===== src/rtl/sdf_pkg.sv =====
// Constants, types and helpers shared by the filter timing and calibration block.
// Assumes one 10 MHz reference clock; the modulator clock is a tick derived from it.
package sdf_pkg;
    // ****************************************
    // Timing and widths
    // ****************************************
    localparam int unsigned REF_HZ     = 32'h0098_9680;
    localparam int unsigned MCLK_HZ    = 32'h0001_2C00;
    localparam int unsigned MCLK_DIV   = REF_HZ / MCLK_HZ;
    localparam int unsigned DW         = 32'h0000_0010;
    localparam int unsigned AW         = 32'h0000_0008;
    localparam int unsigned SETUP_BITS = 32'h0000_0003;
    localparam int unsigned MEM_WORDS  = 32'h0000_0018;
    localparam int unsigned SETUPS     = 32'h0000_0008;

    // ****************************************
    // Register map
    // ****************************************
    localparam logic [7:0]  A_CTRL    = 8'h00;
    localparam logic [7:0]  A_STATUS  = 8'h01;
    localparam logic [7:0]  A_DATA    = 8'h02;
    localparam logic [4:0]  PAGE_FILT = 5'h02;
    localparam logic [4:0]  PAGE_GAIN = 5'h04;
    localparam logic [1:0]  K_FILT    = 2'h0;
    localparam logic [1:0]  K_OFFS    = 2'h1;
    localparam logic [1:0]  K_GAIN    = 2'h2;
    localparam logic [15:0] FILT_RST  = 16'h1180;
    localparam logic [15:0] OFFS_RST  = 16'h8000;
    localparam logic [15:0] GAIN_RST  = 16'h5555;
    localparam int unsigned FM_LSB    = 32'h0000_000B;
    localparam int unsigned FM_MSB    = 32'h0000_000E;
    localparam int unsigned FS_MSB    = 32'h0000_000A;
    localparam int unsigned MODE_MSB  = 32'h0000_0003;
    localparam int unsigned CHAN_LSB  = 32'h0000_0004;
    localparam int unsigned CHAN_MSB  = 32'h0000_0006;

    // ****************************************
    // Filter and conversion constants
    // ****************************************
    localparam logic [10:0] FS_MIN       = 11'h001;
    localparam logic [10:0] SINC4_FS_MAX = 11'h00A;
    localparam logic [21:0] CNV_MUL      = 22'h00_0020;
    localparam logic [21:0] AVG4_MUL     = 22'h00_0160;
    localparam logic [21:0] AVG3_MUL     = 22'h00_0140;
    localparam logic [21:0] FIRST4_MUL   = 22'h00_0004;
    localparam logic [21:0] FIRST3_MUL   = 22'h00_0003;
    localparam logic [21:0] INT_GAIN_MUL = 22'h00_0004;
    localparam logic [21:0] POST1_LEN    = 22'h00_0B80;
    localparam logic [21:0] POST2_LEN    = 22'h00_0C80;
    localparam logic [21:0] POST3_LEN    = 22'h00_0F80;
    localparam logic [21:0] POST4_LEN    = 22'h00_1280;
    localparam logic [2:0]  SUB_LAST     = 3'h7;
    localparam int unsigned AVG_SHIFT    = 32'h0000_0003;

    typedef enum logic [3:0] {
        FLT_SINC4     = 4'h0,
        FLT_SINC4_AVG = 4'h1,
        FLT_SINC3     = 4'h2,
        FLT_SINC3_REJ = 4'h3,
        FLT_SINC3_AVG = 4'h4,
        FLT_POST1     = 4'h5,
        FLT_POST2     = 4'h6,
        FLT_POST3     = 4'h7,
        FLT_POST4     = 4'h8
    } filter_type;

    typedef enum logic [3:0] {
        MODE_CONT     = 4'h0,
        MODE_SINGLE   = 4'h1,
        MODE_IDLE     = 4'h4,
        MODE_INT_OFF  = 4'h5,
        MODE_INT_GAIN = 4'h6,
        MODE_SYS_OFF  = 4'h7,
        MODE_SYS_GAIN = 4'h8
    } ctrl_mode_type;

    // ****************************************
    // Helpers
    // ****************************************
    function automatic logic is_cal(input logic [3:0] m);
        return (m >= MODE_INT_OFF) && (m <= MODE_SYS_GAIN);
    endfunction

    function automatic logic is_avg(input logic [3:0] ft);
        return (ft == FLT_SINC4_AVG) || (ft == FLT_SINC3_AVG);
    endfunction

    function automatic logic [10:0] clamp_fs(input logic [3:0] ft, input logic [10:0] fs);
        logic [10:0] r;
        r = (fs < FS_MIN) ? FS_MIN : fs;
        if (((ft == FLT_SINC4) || (ft == FLT_SINC4_AVG)) && (r > SINC4_FS_MAX))
            r = SINC4_FS_MAX;
        return r;
    endfunction

    // Length of one conversion in modulator clock ticks
    function automatic logic [21:0] conv_len(input logic [3:0] ft, input logic [10:0] fs,
                                             input logic first);
        logic [21:0] f;
        logic [21:0] n;
        f = {11'h000, clamp_fs(ft, fs)};
        case (ft)
            FLT_SINC4_AVG: n = 22'(f * AVG4_MUL);
            FLT_SINC3_AVG: n = 22'(f * AVG3_MUL);
            FLT_POST1:     n = POST1_LEN;
            FLT_POST2:     n = POST2_LEN;
            FLT_POST3:     n = POST3_LEN;
            FLT_POST4:     n = POST4_LEN;
            default:       n = 22'(f * CNV_MUL);
        endcase
        if (first && (ft == FLT_SINC4))
            n = 22'(n * FIRST4_MUL);
        else if (first && ((ft == FLT_SINC3) || (ft == FLT_SINC3_REJ) || (ft > FLT_POST4)))
            n = 22'(n * FIRST3_MUL);
        return n;
    endfunction

    function automatic logic is_mem_addr(input logic [7:0] a);
        return (a[AW-1:SETUP_BITS] >= PAGE_FILT) && (a[AW-1:SETUP_BITS] <= PAGE_GAIN);
    endfunction

    function automatic logic [4:0] mem_index(input logic [7:0] a);
        return {2'(a[AW-1:SETUP_BITS] - PAGE_FILT), a[SETUP_BITS-1:0]};
    endfunction
endpackage


===== src/rtl/cfg_if.sv =====
// Carrier between the control engine and the per-setup memory.
// Assumes a single clock shared by both ends.
`timescale 1ns/1ns
`default_nettype none
interface cfg_if;
    logic        bus_we;
    logic [4:0]  bus_addr;
    logic [15:0] bus_wdata;
    logic [15:0] bus_rdata;
    logic        eng_we;
    logic [4:0]  eng_addr;
    logic [15:0] eng_wdata;
    logic [15:0] eng_rdata;
    modport ctl (output bus_we, bus_addr, bus_wdata, eng_we, eng_addr, eng_wdata,
                 input bus_rdata, eng_rdata);
    modport mem (input bus_we, bus_addr, bus_wdata, eng_we, eng_addr, eng_wdata,
                 output bus_rdata, eng_rdata);
endinterface
`default_nettype wire


===== src/rtl/setup_mem.sv =====
// Per-setup filter words and calibration coefficients, two registered read ports.
// Assumes the engine port never writes while the bus port writes the same word.
`timescale 1ns/1ns
`default_nettype none
module setup_mem
(
    input  wire logic i_clk,
    input  wire logic i_rst,
    cfg_if.mem        port
);
    import sdf_pkg::*;

    typedef struct packed {
        logic [MEM_WORDS-1:0][15:0] word;
        logic [15:0]                bus_rd;
        logic [15:0]                eng_rd;
    } mem_state_type;

    mem_state_type q;
    mem_state_type d;

    always_comb
    begin
        d = q;
        d.bus_rd = (port.bus_addr < 5'(MEM_WORDS)) ? q.word[port.bus_addr] : '0;
        d.eng_rd = (port.eng_addr < 5'(MEM_WORDS)) ? q.word[port.eng_addr] : '0;
        if (port.bus_we && (port.bus_addr < 5'(MEM_WORDS)))
            d.word[port.bus_addr] = port.bus_wdata;
        // Coefficient update wins
        if (port.eng_we && (port.eng_addr < 5'(MEM_WORDS)))
            d.word[port.eng_addr] = port.eng_wdata;
        if (i_rst)
        begin
            d = '0;
            for (int k = 0; k < MEM_WORDS; k++)
            begin
                d.word[k] = (k < SETUPS) ? FILT_RST : (k < 2 * SETUPS) ? OFFS_RST : GAIN_RST;
            end
        end
    end

    always_ff @(posedge i_clk)
    begin
        q <= d;
    end

    assign port.bus_rdata = q.bus_rd;
    assign port.eng_rdata = q.eng_rd;

    property p_rst_sinc3;
        @(posedge i_clk) i_rst |=> (q.word[SETUPS-1][FM_MSB:FM_LSB] == FLT_SINC3);
    endproperty
    a_rst_sinc3: assert property (p_rst_sinc3) else $error("setup not sinc3 after reset");
endmodule // setup_mem
`default_nettype wire


===== src/rtl/conv_timer.sv =====
// Conversion timer: counts modulator ticks, pulses done after the set length.
// Assumes i_len is at least one tick.
`timescale 1ns/1ns
`default_nettype none
module conv_timer
#(
    parameter int unsigned DIV = sdf_pkg::MCLK_DIV
)
(
    input  wire logic        i_clk,
    input  wire logic        i_rst,
    input  wire logic        i_start,
    input  wire logic        i_abort,
    input  wire logic [21:0] i_len,
    output logic             o_done
);
    import sdf_pkg::*;

    typedef struct packed {
        logic        run;
        logic        done;
        logic [15:0] div;
        logic [21:0] cnt;
        logic [21:0] len;
    } tmr_state_type;

    tmr_state_type q;
    tmr_state_type d;
    logic [31:0]   el_q;

    always_comb
    begin
        d = q;
        d.done = 1'b0;
        if (q.run)
        begin
            if (q.div == 16'(DIV - 1))
            begin
                d.div = '0;
                if (q.cnt == q.len - 22'h00_0001)
                begin
                    d.run = 1'b0;
                    d.done = 1'b1;
                end
                else
                    d.cnt = q.cnt + 22'h00_0001;
            end
            else
                d.div = q.div + 16'h0001;
        end
        if (i_start)
        begin
            d.run = 1'b1;
            d.cnt = '0;
            d.div = '0;
            d.len = i_len;
        end
        if (i_abort || i_rst)
            d = '0;
    end

    always_ff @(posedge i_clk)
    begin
        q <= d;
        el_q <= i_start ? 32'h0000_0001 : el_q + 32'h0000_0001;
    end

    assign o_done = q.done;

    property p_done_time;
        @(posedge i_clk) disable iff (i_rst)
        q.done |-> (el_q == 32'(q.len) * DIV + 32'h0000_0001);
    endproperty
    a_done_time: assert property (p_done_time) else $error("conversion length wrong");
endmodule // conv_timer
`default_nettype wire


===== src/rtl/sdf_top.sv =====
// Filter chain selection, conversion timing and calibration sequencing.
// Assumes the sinc core outside delivers its result on I_RAW_RESULT at each done.
//
// The register addresses and strobed register access were left to the implementer.
`timescale 1ns/1ns
`default_nettype none
module sdf_top
#(
    parameter int unsigned DIV = sdf_pkg::MCLK_DIV
)
(
    input  wire logic                   I_REF_CLK,
    input  wire logic                   I_RST,
    input  wire logic [sdf_pkg::AW-1:0] I_ADDR,
    input  wire logic [sdf_pkg::DW-1:0] I_WDATA,
    input  wire logic                   I_WR,
    input  wire logic                   I_RD,
    output logic      [sdf_pkg::DW-1:0] O_RDATA,
    input  wire logic [sdf_pkg::DW-1:0] I_RAW_RESULT,
    output logic      [sdf_pkg::DW-1:0] O_DATA,
    output logic                        O_DATA_READY,
    output logic      [2:0]             O_CHAN_SEL,
    output logic      [3:0]             O_FILTER_MODE,
    output logic      [10:0]            O_SPEED_WORD,
    output logic                        O_POS_TO_NEG_TIE,
    output logic                        O_INT_FULL_SCALE
);
    import sdf_pkg::*;

    typedef enum logic [1:0] {
        ST_IDLE = 2'b00,
        ST_LOAD = 2'b01,
        ST_ARM  = 2'b10,
        ST_RUN  = 2'b11
    } eng_state_type;

    typedef struct packed {
        eng_state_type st;
        logic [3:0]    mode;
        logic [2:0]    chan;
        logic [3:0]    ft;
        logic [10:0]   fs;
        logic          first;
        logic [2:0]    sub;
        logic [18:0]   acc;
        logic [21:0]   len;
        logic          pending;
        logic [15:0]   data;
        logic [15:0]   rdata;
        logic          rd_mem;
        logic          go;
    } top_state_type;

    top_state_type q;
    top_state_type d;
    logic          tmr_done;
    logic          abort;
    logic          cal_busy;
    logic          fin;
    logic [18:0]   acc_n;
    logic [15:0]   res;
    logic [21:0]   tot;
    logic [3:0]    new_mode;
    logic [3:0]    rd_ft;
    logic [31:0]   run_cyc_q;

    cfg_if cfg ();

    setup_mem u_mem
    (
        .i_clk (I_REF_CLK),
        .i_rst (I_RST),
        .port  (cfg.mem)
    );

    conv_timer #(.DIV(DIV)) u_timer
    (
        .i_clk   (I_REF_CLK),
        .i_rst   (I_RST),
        .i_start (q.go),
        .i_abort (abort),
        .i_len   (q.len),
        .o_done  (tmr_done)
    );

    // ****************************************
    // Register port and engine
    // ****************************************
    always_comb
    begin
        d = q;
        d.go = 1'b0;
        d.rdata = '0;
        d.rd_mem = 1'b0;
        abort = 1'b0;
        fin = 1'b0;
        tot = '0;
        res = '0;
        acc_n = q.acc + {3'h0, I_RAW_RESULT};
        new_mode = I_WDATA[MODE_MSB:0];
        rd_ft = cfg.eng_rdata[FM_MSB:FM_LSB];
        cal_busy = (q.st != ST_IDLE) && is_cal(q.mode);
        cfg.bus_addr = mem_index(I_ADDR);
        cfg.bus_wdata = I_WDATA;
        cfg.bus_we = 1'b0;
        cfg.eng_addr = {K_FILT, q.chan};
        cfg.eng_wdata = '0;
        cfg.eng_we = 1'b0;

        if (I_RD)
        begin
            case (I_ADDR)
                A_CTRL:   d.rdata = {9'h000, q.chan, q.mode};
                A_STATUS: d.rdata = {9'h000, q.ft, q.st, q.pending};
                A_DATA:   d.rdata = q.data;
                default:  d.rd_mem = is_mem_addr(I_ADDR);
            endcase
        end

        // Coefficients and filter words are frozen during a calibration
        if (I_WR && is_mem_addr(I_ADDR) && !cal_busy)
            cfg.bus_we = 1'b1;

        case (q.st)
            ST_LOAD:
            begin
                d.st = ST_ARM;
            end
            ST_ARM:
            begin
                d.ft = rd_ft;
                d.fs = clamp_fs(rd_ft, cfg.eng_rdata[FS_MSB:0]);
                tot = conv_len(rd_ft, cfg.eng_rdata[FS_MSB:0], q.first || is_cal(q.mode));
                if (q.mode == MODE_INT_GAIN)
                    tot = 22'(tot * INT_GAIN_MUL);
                d.len = is_avg(rd_ft) ? (tot >> AVG_SHIFT) : tot;
                d.sub = '0;
                d.acc = '0;
                d.go = 1'b1;
                d.pending = 1'b1;
                d.st = ST_RUN;
            end
            ST_RUN:
            begin
                if (tmr_done && is_avg(q.ft) && (q.sub != SUB_LAST))
                begin
                    d.acc = acc_n;
                    d.sub = q.sub + 3'h1;
                    d.go = 1'b1;
                end
                else if (tmr_done)
                begin
                    fin = 1'b1;
                    res = is_avg(q.ft) ? 16'(acc_n >> AVG_SHIFT) : acc_n[DW-1:0];
                    d.pending = 1'b0;
                    d.first = 1'b0;
                    if (is_cal(q.mode))
                    begin
                        cfg.eng_we = 1'b1;
                        cfg.eng_addr = {((q.mode == MODE_INT_GAIN) || (q.mode == MODE_SYS_GAIN))
                                        ? K_GAIN : K_OFFS, q.chan};
                        cfg.eng_wdata = res;
                        d.mode = MODE_IDLE;
                        d.st = ST_IDLE;
                    end
                    else
                    begin
                        d.data = res;
                        d.st = (q.mode == MODE_SINGLE) ? ST_IDLE : ST_LOAD;
                        if (q.mode == MODE_SINGLE)
                            d.mode = MODE_IDLE;
                    end
                end
            end
            default:
            begin
                d.st = ST_IDLE;
            end
        endcase

        // Control write restarts or stops; ignored while calibrating
        if (I_WR && (I_ADDR == A_CTRL) && !cal_busy)
        begin
            abort = 1'b1;
            d.go = 1'b0;
            d.mode = new_mode;
            d.chan = I_WDATA[CHAN_MSB:CHAN_LSB];
            d.first = 1'b1;
            if ((new_mode == MODE_CONT) || (new_mode == MODE_SINGLE) || is_cal(new_mode))
            begin
                d.st = ST_LOAD;
                d.pending = is_cal(new_mode);
            end
            else
            begin
                d.st = ST_IDLE;
                d.pending = 1'b0;
            end
        end

        if (I_RST)
        begin
            d = '0;
            d.mode = MODE_IDLE;
            d.ft = FLT_SINC3;
        end
    end

    always_ff @(posedge I_REF_CLK)
    begin
        q <= d;
    end

    // ****************************************
    // Outputs
    // ****************************************
    assign O_RDATA          = q.rd_mem ? cfg.bus_rdata : q.rdata;
    assign O_DATA           = q.data;
    assign O_DATA_READY     = q.pending;
    assign O_CHAN_SEL       = q.chan;
    assign O_FILTER_MODE    = q.ft;
    assign O_SPEED_WORD     = q.fs;
    assign O_POS_TO_NEG_TIE = (q.st != ST_IDLE) && (q.mode == MODE_INT_OFF);
    assign O_INT_FULL_SCALE = (q.st != ST_IDLE) && (q.mode == MODE_INT_GAIN);

    // ****************************************
    // Checks
    // ****************************************
    always_ff @(posedge I_REF_CLK)
    begin
        run_cyc_q <= (I_RST || (q.st == ST_ARM)) ? 32'h0000_0000 : run_cyc_q + 32'h0000_0001;
    end

    property p_tie;
        @(posedge I_REF_CLK) disable iff (I_RST)
        (q.st == ST_RUN) |-> (O_POS_TO_NEG_TIE == (q.mode == MODE_INT_OFF))
                             && !(O_POS_TO_NEG_TIE && O_INT_FULL_SCALE);
    endproperty
    a_tie: assert property (p_tie) else $error("input tie wrong during run");

    property p_cal_start;
        @(posedge I_REF_CLK) disable iff (I_RST)
        (I_WR && (I_ADDR == A_CTRL) && !cal_busy && is_cal(I_WDATA[MODE_MSB:0]))
        |=> O_DATA_READY [*3];
    endproperty
    a_cal_start: assert property (p_cal_start) else $error("pending not raised at cal start");

    property p_cal_end;
        @(posedge I_REF_CLK) disable iff (I_RST)
        (fin && is_cal(q.mode)) |-> cfg.eng_we ##1 ((q.st == ST_IDLE) && !O_DATA_READY && (q.mode == MODE_IDLE));
    endproperty
    a_cal_end: assert property (p_cal_end) else $error("cal completion sequence wrong");

    property p_cal_time;
        @(posedge I_REF_CLK) disable iff (I_RST)
        (fin && is_cal(q.mode) && (q.mode != MODE_INT_GAIN))
        |-> run_cyc_q <= 32'(conv_len(q.ft, q.fs, 1'b1)) * DIV + 32'h0000_0010;
    endproperty
    a_cal_time: assert property (p_cal_time) else $error("calibration too long");

    property p_sinc4_clamp;
        @(posedge I_REF_CLK) disable iff (I_RST)
        ((q.st == ST_RUN) && ((q.ft == FLT_SINC4) || (q.ft == FLT_SINC4_AVG)))
        |-> (q.fs <= SINC4_FS_MAX) && (q.fs >= FS_MIN);
    endproperty
    a_sinc4_clamp: assert property (p_sinc4_clamp) else $error("sinc4 speed not clamped");

    property p_post_fixed;
        @(posedge I_REF_CLK) disable iff (I_RST)
        ((q.st == ST_RUN) && (q.ft == FLT_POST4)) |-> (q.len == POST4_LEN);
    endproperty
    a_post_fixed: assert property (p_post_fixed) else $error("post filter length moved");

    property p_avg_flat;
        @(posedge I_REF_CLK) disable iff (I_RST)
        ((q.st == ST_RUN) && is_avg(q.ft) && !is_cal(q.mode))
        |-> (q.len == (conv_len(q.ft, q.fs, 1'b0) >> AVG_SHIFT));
    endproperty
    a_avg_flat: assert property (p_avg_flat) else $error("averaging first conversion differs");

    property p_avg_eight;
        @(posedge I_REF_CLK) disable iff (I_RST)
        (fin && is_avg(q.ft)) |-> (q.sub == SUB_LAST);
    endproperty
    a_avg_eight: assert property (p_avg_eight) else $error("average not over eight outputs");

    property p_settled;
        @(posedge I_REF_CLK) disable iff (I_RST)
        ((q.st == ST_RUN) && !q.first && ((q.ft == FLT_SINC3) || (q.ft == FLT_SINC4)))
        |-> (q.len == 22'({11'h000, q.fs} * CNV_MUL));
    endproperty
    a_settled: assert property (p_settled) else $error("settled length not 32 times speed");

    c_cal_done: cover property (@(posedge I_REF_CLK) disable iff (I_RST) fin && is_cal(q.mode));
    c_avg_done: cover property (@(posedge I_REF_CLK) disable iff (I_RST) fin && is_avg(q.ft));
    c_post_done: cover property (@(posedge I_REF_CLK) disable iff (I_RST)
                                 fin && (q.ft >= FLT_POST1) && (q.ft <= FLT_POST4));
endmodule // sdf_top
`default_nettype wire


===== config.mk =====
export PLATFORM = sky130hd
export DESIGN_NAME = sdf_top
export DESIGN_NICKNAME = d
export VERILOG_FILES = /design/src/rtl/sdf_pkg.sv /design/src/rtl/cfg_if.sv /design/src/rtl/setup_mem.sv /design/src/rtl/conv_timer.sv /design/src/rtl/sdf_top.sv
export SDC_FILE = /design/constraint.sdc
export NUM_CORES = 2
export LEC_CHECK = 0
export ABC_AREA = 0
export BUFFER_PORTS_ARGS = -buffer_cell sky130_fd_sc_hd__buf_2
export CELL_PAD_IN_SITES_DETAIL_PLACEMENT = 1
export CELL_PAD_IN_SITES_GLOBAL_PLACEMENT = 2
export CORE_MARGIN = 2
export CORE_UTILIZATION = 40
export CTS_BUF_LIST = sky130_fd_sc_hd__clkbuf_4 sky130_fd_sc_hd__clkbuf_8 sky130_fd_sc_hd__clkbuf_16
export DETAILED_ROUTE_END_ITERATION = 7
export PLACE_DENSITY_LB_ADDON = 0.1
export SYNTH_ARGS = -nofsm -noshare
export SYNTH_HDL_FRONTEND = slang
export SYNTH_SLANG_ARGS = --single-unit
export TNS_END_PERCENT = 20

===== constraint.sdc =====
create_clock -name I_REF_CLK -period 6 [get_ports I_REF_CLK]
set_clock_uncertainty 0.2 [all_clocks]
set_input_delay 0.6 -clock I_REF_CLK [delete_from_list [all_inputs] [get_ports I_REF_CLK]]
set_output_delay 0.6 -clock I_REF_CLK [all_outputs]
set_load 0.02 [all_outputs]

==> results.json <==
{
  "status": "complete, no violations",
  "io_pins": 97,
  "final_area_um2": 38100,
  "vias_per_cell": 6.28,
  "ys_warn_count": 0,
  "htreeDepth": 3,
  "drv_slew": 0,
  "hold_depth": 2,
  "cp_cell_sequence": "nor4_2 > o311ai_1 > buf_4 > a21o_1 > ha_1 > fa_1 > ha_1 > buf_4 > nor2b_1 > o31a_1 > o21ai_0 > xnor2_1 > a21o_1 > ha_1 > o2111a_1 > a221o_1 > a21o_1 > a21oi_1 > o21ai_0 > o32ai_1 > o221ai_1",
  "ys_async_sr_fraction_pct": 0,
  "maxCapViolCount": 0,
  "core_area_um2": 85000,
  "synth_xor_area_share_pct": 1.64,
  "hp-class": "primary input to flip-flop",
  "reg2reg_to": "q[50]$_SDFFE_PP0P_",
  "io_buffers": 96,
  "overflow": 0,
  "vdd_drop_max_mv": 0.234,
  "hp-start": "I_RD",
  "synth-edff-count": 0,
  "cts_tree": "built",
  "hold_violations": 0,
  "clk_path_buf_depth": 3,
  "synth-compound-area-share_pct": 17.7,
  "r2r_cells": 21,
  "fin_nets": 3924,
  "vias": 31430,
  "cts_root_buffer": "clkbuf_16",
  "wire_per_inst_um": 28.3,
  "areaGrowthSynthToFinish_pct": 11.3,
  "multiInputGateArea_um2": 21000,
  "synth_fp_nets": 3999,
  "clk_latency_ns": 0.65,
  "cpPeakStageDelay_ns": 0.48,
  "crit_path_end_kind": "flip-flop",
  "yosysTopAreaCellShare_pct": 33.7,
  "drc": 0,
  "synth_seq_cells": 577,
  "cts_buffers": 72,
  "worst_ep_arrival_time_ns": 5.98,
  "grt_pass1_vias": 32670,
  "crit_type": "flip-flop to flip-flop",
  "grt_use_total_pct": 31.9,
  "start_util_pct": 40.3,
  "ant_nets": 0,
  "yosys.cell_count.top_type": "dfxtp_1",
  "synthMuxAreaShare_pct": 21.4,
  "grt_max_degree": 101,
  "dieArea_um2": 87900,
  "place_ws_ns": 0.0574,
  "busiest_layer": "met2",
  "postPlaceCellArea_um2": 35600,
  "die_w_um": 297,
  "fmax_ghz": 0.175,
  "place_hpwl_um": 99700,
  "start_kind": "flip-flop",
  "fin_ws_ns": 0.293,
  "period_minus_slack_ns": 5.71,
  "grt_antenna_before_repair": 8,
  "clock-sinks": 577,
  "met2_usage_pct": 53.7,
  "timing.slew.headroom_pct": 6.38,
  "synth_top_family_by_area": "multiplexers",
  "rrSetupSlack_ns": 0.29,
  "row_count": 107,
  "met1_usage_pct": 41.0,
  "grt_pass1_wl_um": 212000,
  "ys.flop_type": "dfxtp_1",
  "syn_area_per_cell_um2": 8.84,
  "drtIter0Drc": 2130,
  "required_ns": 6.27,
  "crit_fanout": 5,
  "whs_endpoint": "q[1]$_SDFF_PP0_",
  "wl_um": 141000,
  "power.total_mw": 8.86,
  "netlist_top_cells_count": "dfxtp_1, nand2_1, nor2_1",
  "setup_viol": 0,
  "r2r_start": "u_mem.port.eng_rdata[4]$_SDFF_PP0_",
  "min_period_over_period_pct": 95.1,
  "fp.dieH_um": 297,
  "synth_sequential_area_ratio_pct": 33.7,
  "tightest_slew_ns": 1.40,
  "netlist_instances": 3873,
  "drive_gt1_share_pct": 18.4,
  "power-per-cell-area_nw_per_um2": 232,
  "synth_area_leaders": "dfxtp_1, mux4_2, nand2_1, mux2i_1, a211oi_1",
  "grt_use_met3_pct": 4.72,
  "fillCellCount": 9688,
  "holdWs_ns": 0.0813,
  "crit_slowest_cell": "fa_1",
  "yosys.area_share.simple_pct": 17.0,
  "ys_types": 85,
  "gp_congestion": 0.888,
  "syn_area_um2": 34200,
  "synth_top_area_cell": "dfxtp_1",
  "seq_area_um2": 11600,
  "yosys.area_share.adder_pct": 3.26,
  "clk_pin_slew_worst_paths_ns": 0.06,
  "p_leak_nw": 13.2,
  "dr.pass1.iters": 6
}
kinds of logic (layout without fill, tap and decap cells):
family,count (synthesis),count (layout)
flip-flops,577,577
XOR/XNOR,64,64
other,0,1
AO/OA/AOI/OAI,942,942
multiplexers,484,484
buffers and inverters,426,411
adder cells (fa/ha/maj),82,82
AND/OR/NAND/NOR,1298,1298
sequential cells by signal, summed over array words and instances (netlist names):
name	cells
O_DATA	16
u_mem.port.eng_rdata	15
u_mem.port.bus_rdata	16
u_timer.q	59
O_FILTER_MODE	4
u_timer.o_done	1
u_mem.q	384
q	67
O_CHAN_SEL	3
O_SPEED_WORD	11
O_DATA_READY	1
layout by cell type (no fill, tap or decap), drive strengths merged, types with 8 or more instances in the layout:
cell	synthesis	layout
dfxtp	577	577
nand2	525	525
nor2	359	359
a21oi	281	281
buf	104	205
a211oi	192	192
mux4	187	187
mux2i	183	183
o21ai	163	163
mux2	114	114
clkbuf	250	108
nand3	107	107
inv	72	74
ha	70	70
nor3	69	69
a22oi	59	59
nor2b	48	48
xnor2	42	42
a21o	39	39
a311oi	35	35
a31oi	32	32
and2	25	25
or3	24	24
and3	23	23
xor2	22	22
nand4	21	21
nand2b	18	18
nor4	18	18
clkinv	0	18
o22ai	17	17
o211ai	16	16
or2	15	15
o21a	12	12
fa	12	12
nor3b	10	10
or4	8	8
stage by stage:
step           util (%)  std cells  setup TNS (ns)
6_report           44.8       5003               0
5_1_grt            44.8       5003         -0.0633
4_1_cts            44.8       5002               0
3_5_place_dp       41.9       4868               0
3_3_place_gp       41.9       4868               0
2_1_floorplan         -       3873               0
worst max-delay path by stage:
| stage | from | to | slack, ns | depth (start not counted) |
|---|---|---|---|---|
| floorplan | u_mem.port.eng_rdata[4]$_SDFF_PP0_ | q[52]$_SDFFE_PP0P_ | 0.49 | 21 |
| global placement | u_mem.port.eng_rdata[4]$_SDFF_PP0_ | q[50]$_SDFFE_PP0P_ | 0.03 | 22 |
| detailed placement | u_mem.port.eng_rdata[8]$_SDFF_PP0_ | q[50]$_SDFFE_PP0P_ | 0.06 | 22 |
| CTS | u_mem.port.eng_rdata[8]$_SDFF_PP0_ | q[50]$_SDFFE_PP0P_ | 0.008 | 22 |
| global route | u_mem.port.eng_rdata[4]$_SDFF_PP0_ | q[51]$_SDFFE_PP0P_ | -0.03 | 22 |
| finish | u_mem.port.eng_rdata[4]$_SDFF_PP0_ | q[50]$_SDFFE_PP0P_ | 0.29 | 21 |
worst max-delay path, delay by kind of cell, from the launching register on:
kind	cells	cell delay, ns
AOI/OAI and AO/OA	12	2.55
DFF	1	0.34
and+or+nand+nor	2	0.48
buffers and inverters	2	0.33
adders and majority gates	4	1.52
xor gates and xnor gates	1	0.13
routing by layer:
metal,share of wire [%],routed length [um]
met3,5.7,8090
met4,4.0,5600
met1,43,60200
met2,48,67600
met5,0.029,41
repair_timing:
| item | 4_1_cts | 5_1_grt |
|---|---|---|
| setup buffers | 0 | 0 |
| endpoints found under the setup margin | 0 | 14 |
| hold buffers | 0 | 0 |
| gates resized for setup | 0 | 11 |
power breakdown:
| group | switching, mW | total, mW | internal [mW] |
|---|---|---|---|
| Clock | 1.88 | 4.54 | 2.66 |
| Combinational | 0.353 | 0.476 | 0.124 |
| Sequential | 0.00615 | 3.84 | 3.84 |
| Total | 2.24 | 8.86 | 6.62 |
cell type report:
cell class              instances  share of cell area [%]
multi-input cells            2870                    55.1
flip-flops and latches        577                    30.3
clock buffers                 108                    5.68
well taps                    1144                    3.76
repair buffers                205                    3.56
clock inverters                26                   0.804
inverters                      72                   0.712
diodes                          1                 0.00657
(Power assumes the default switching activity.)
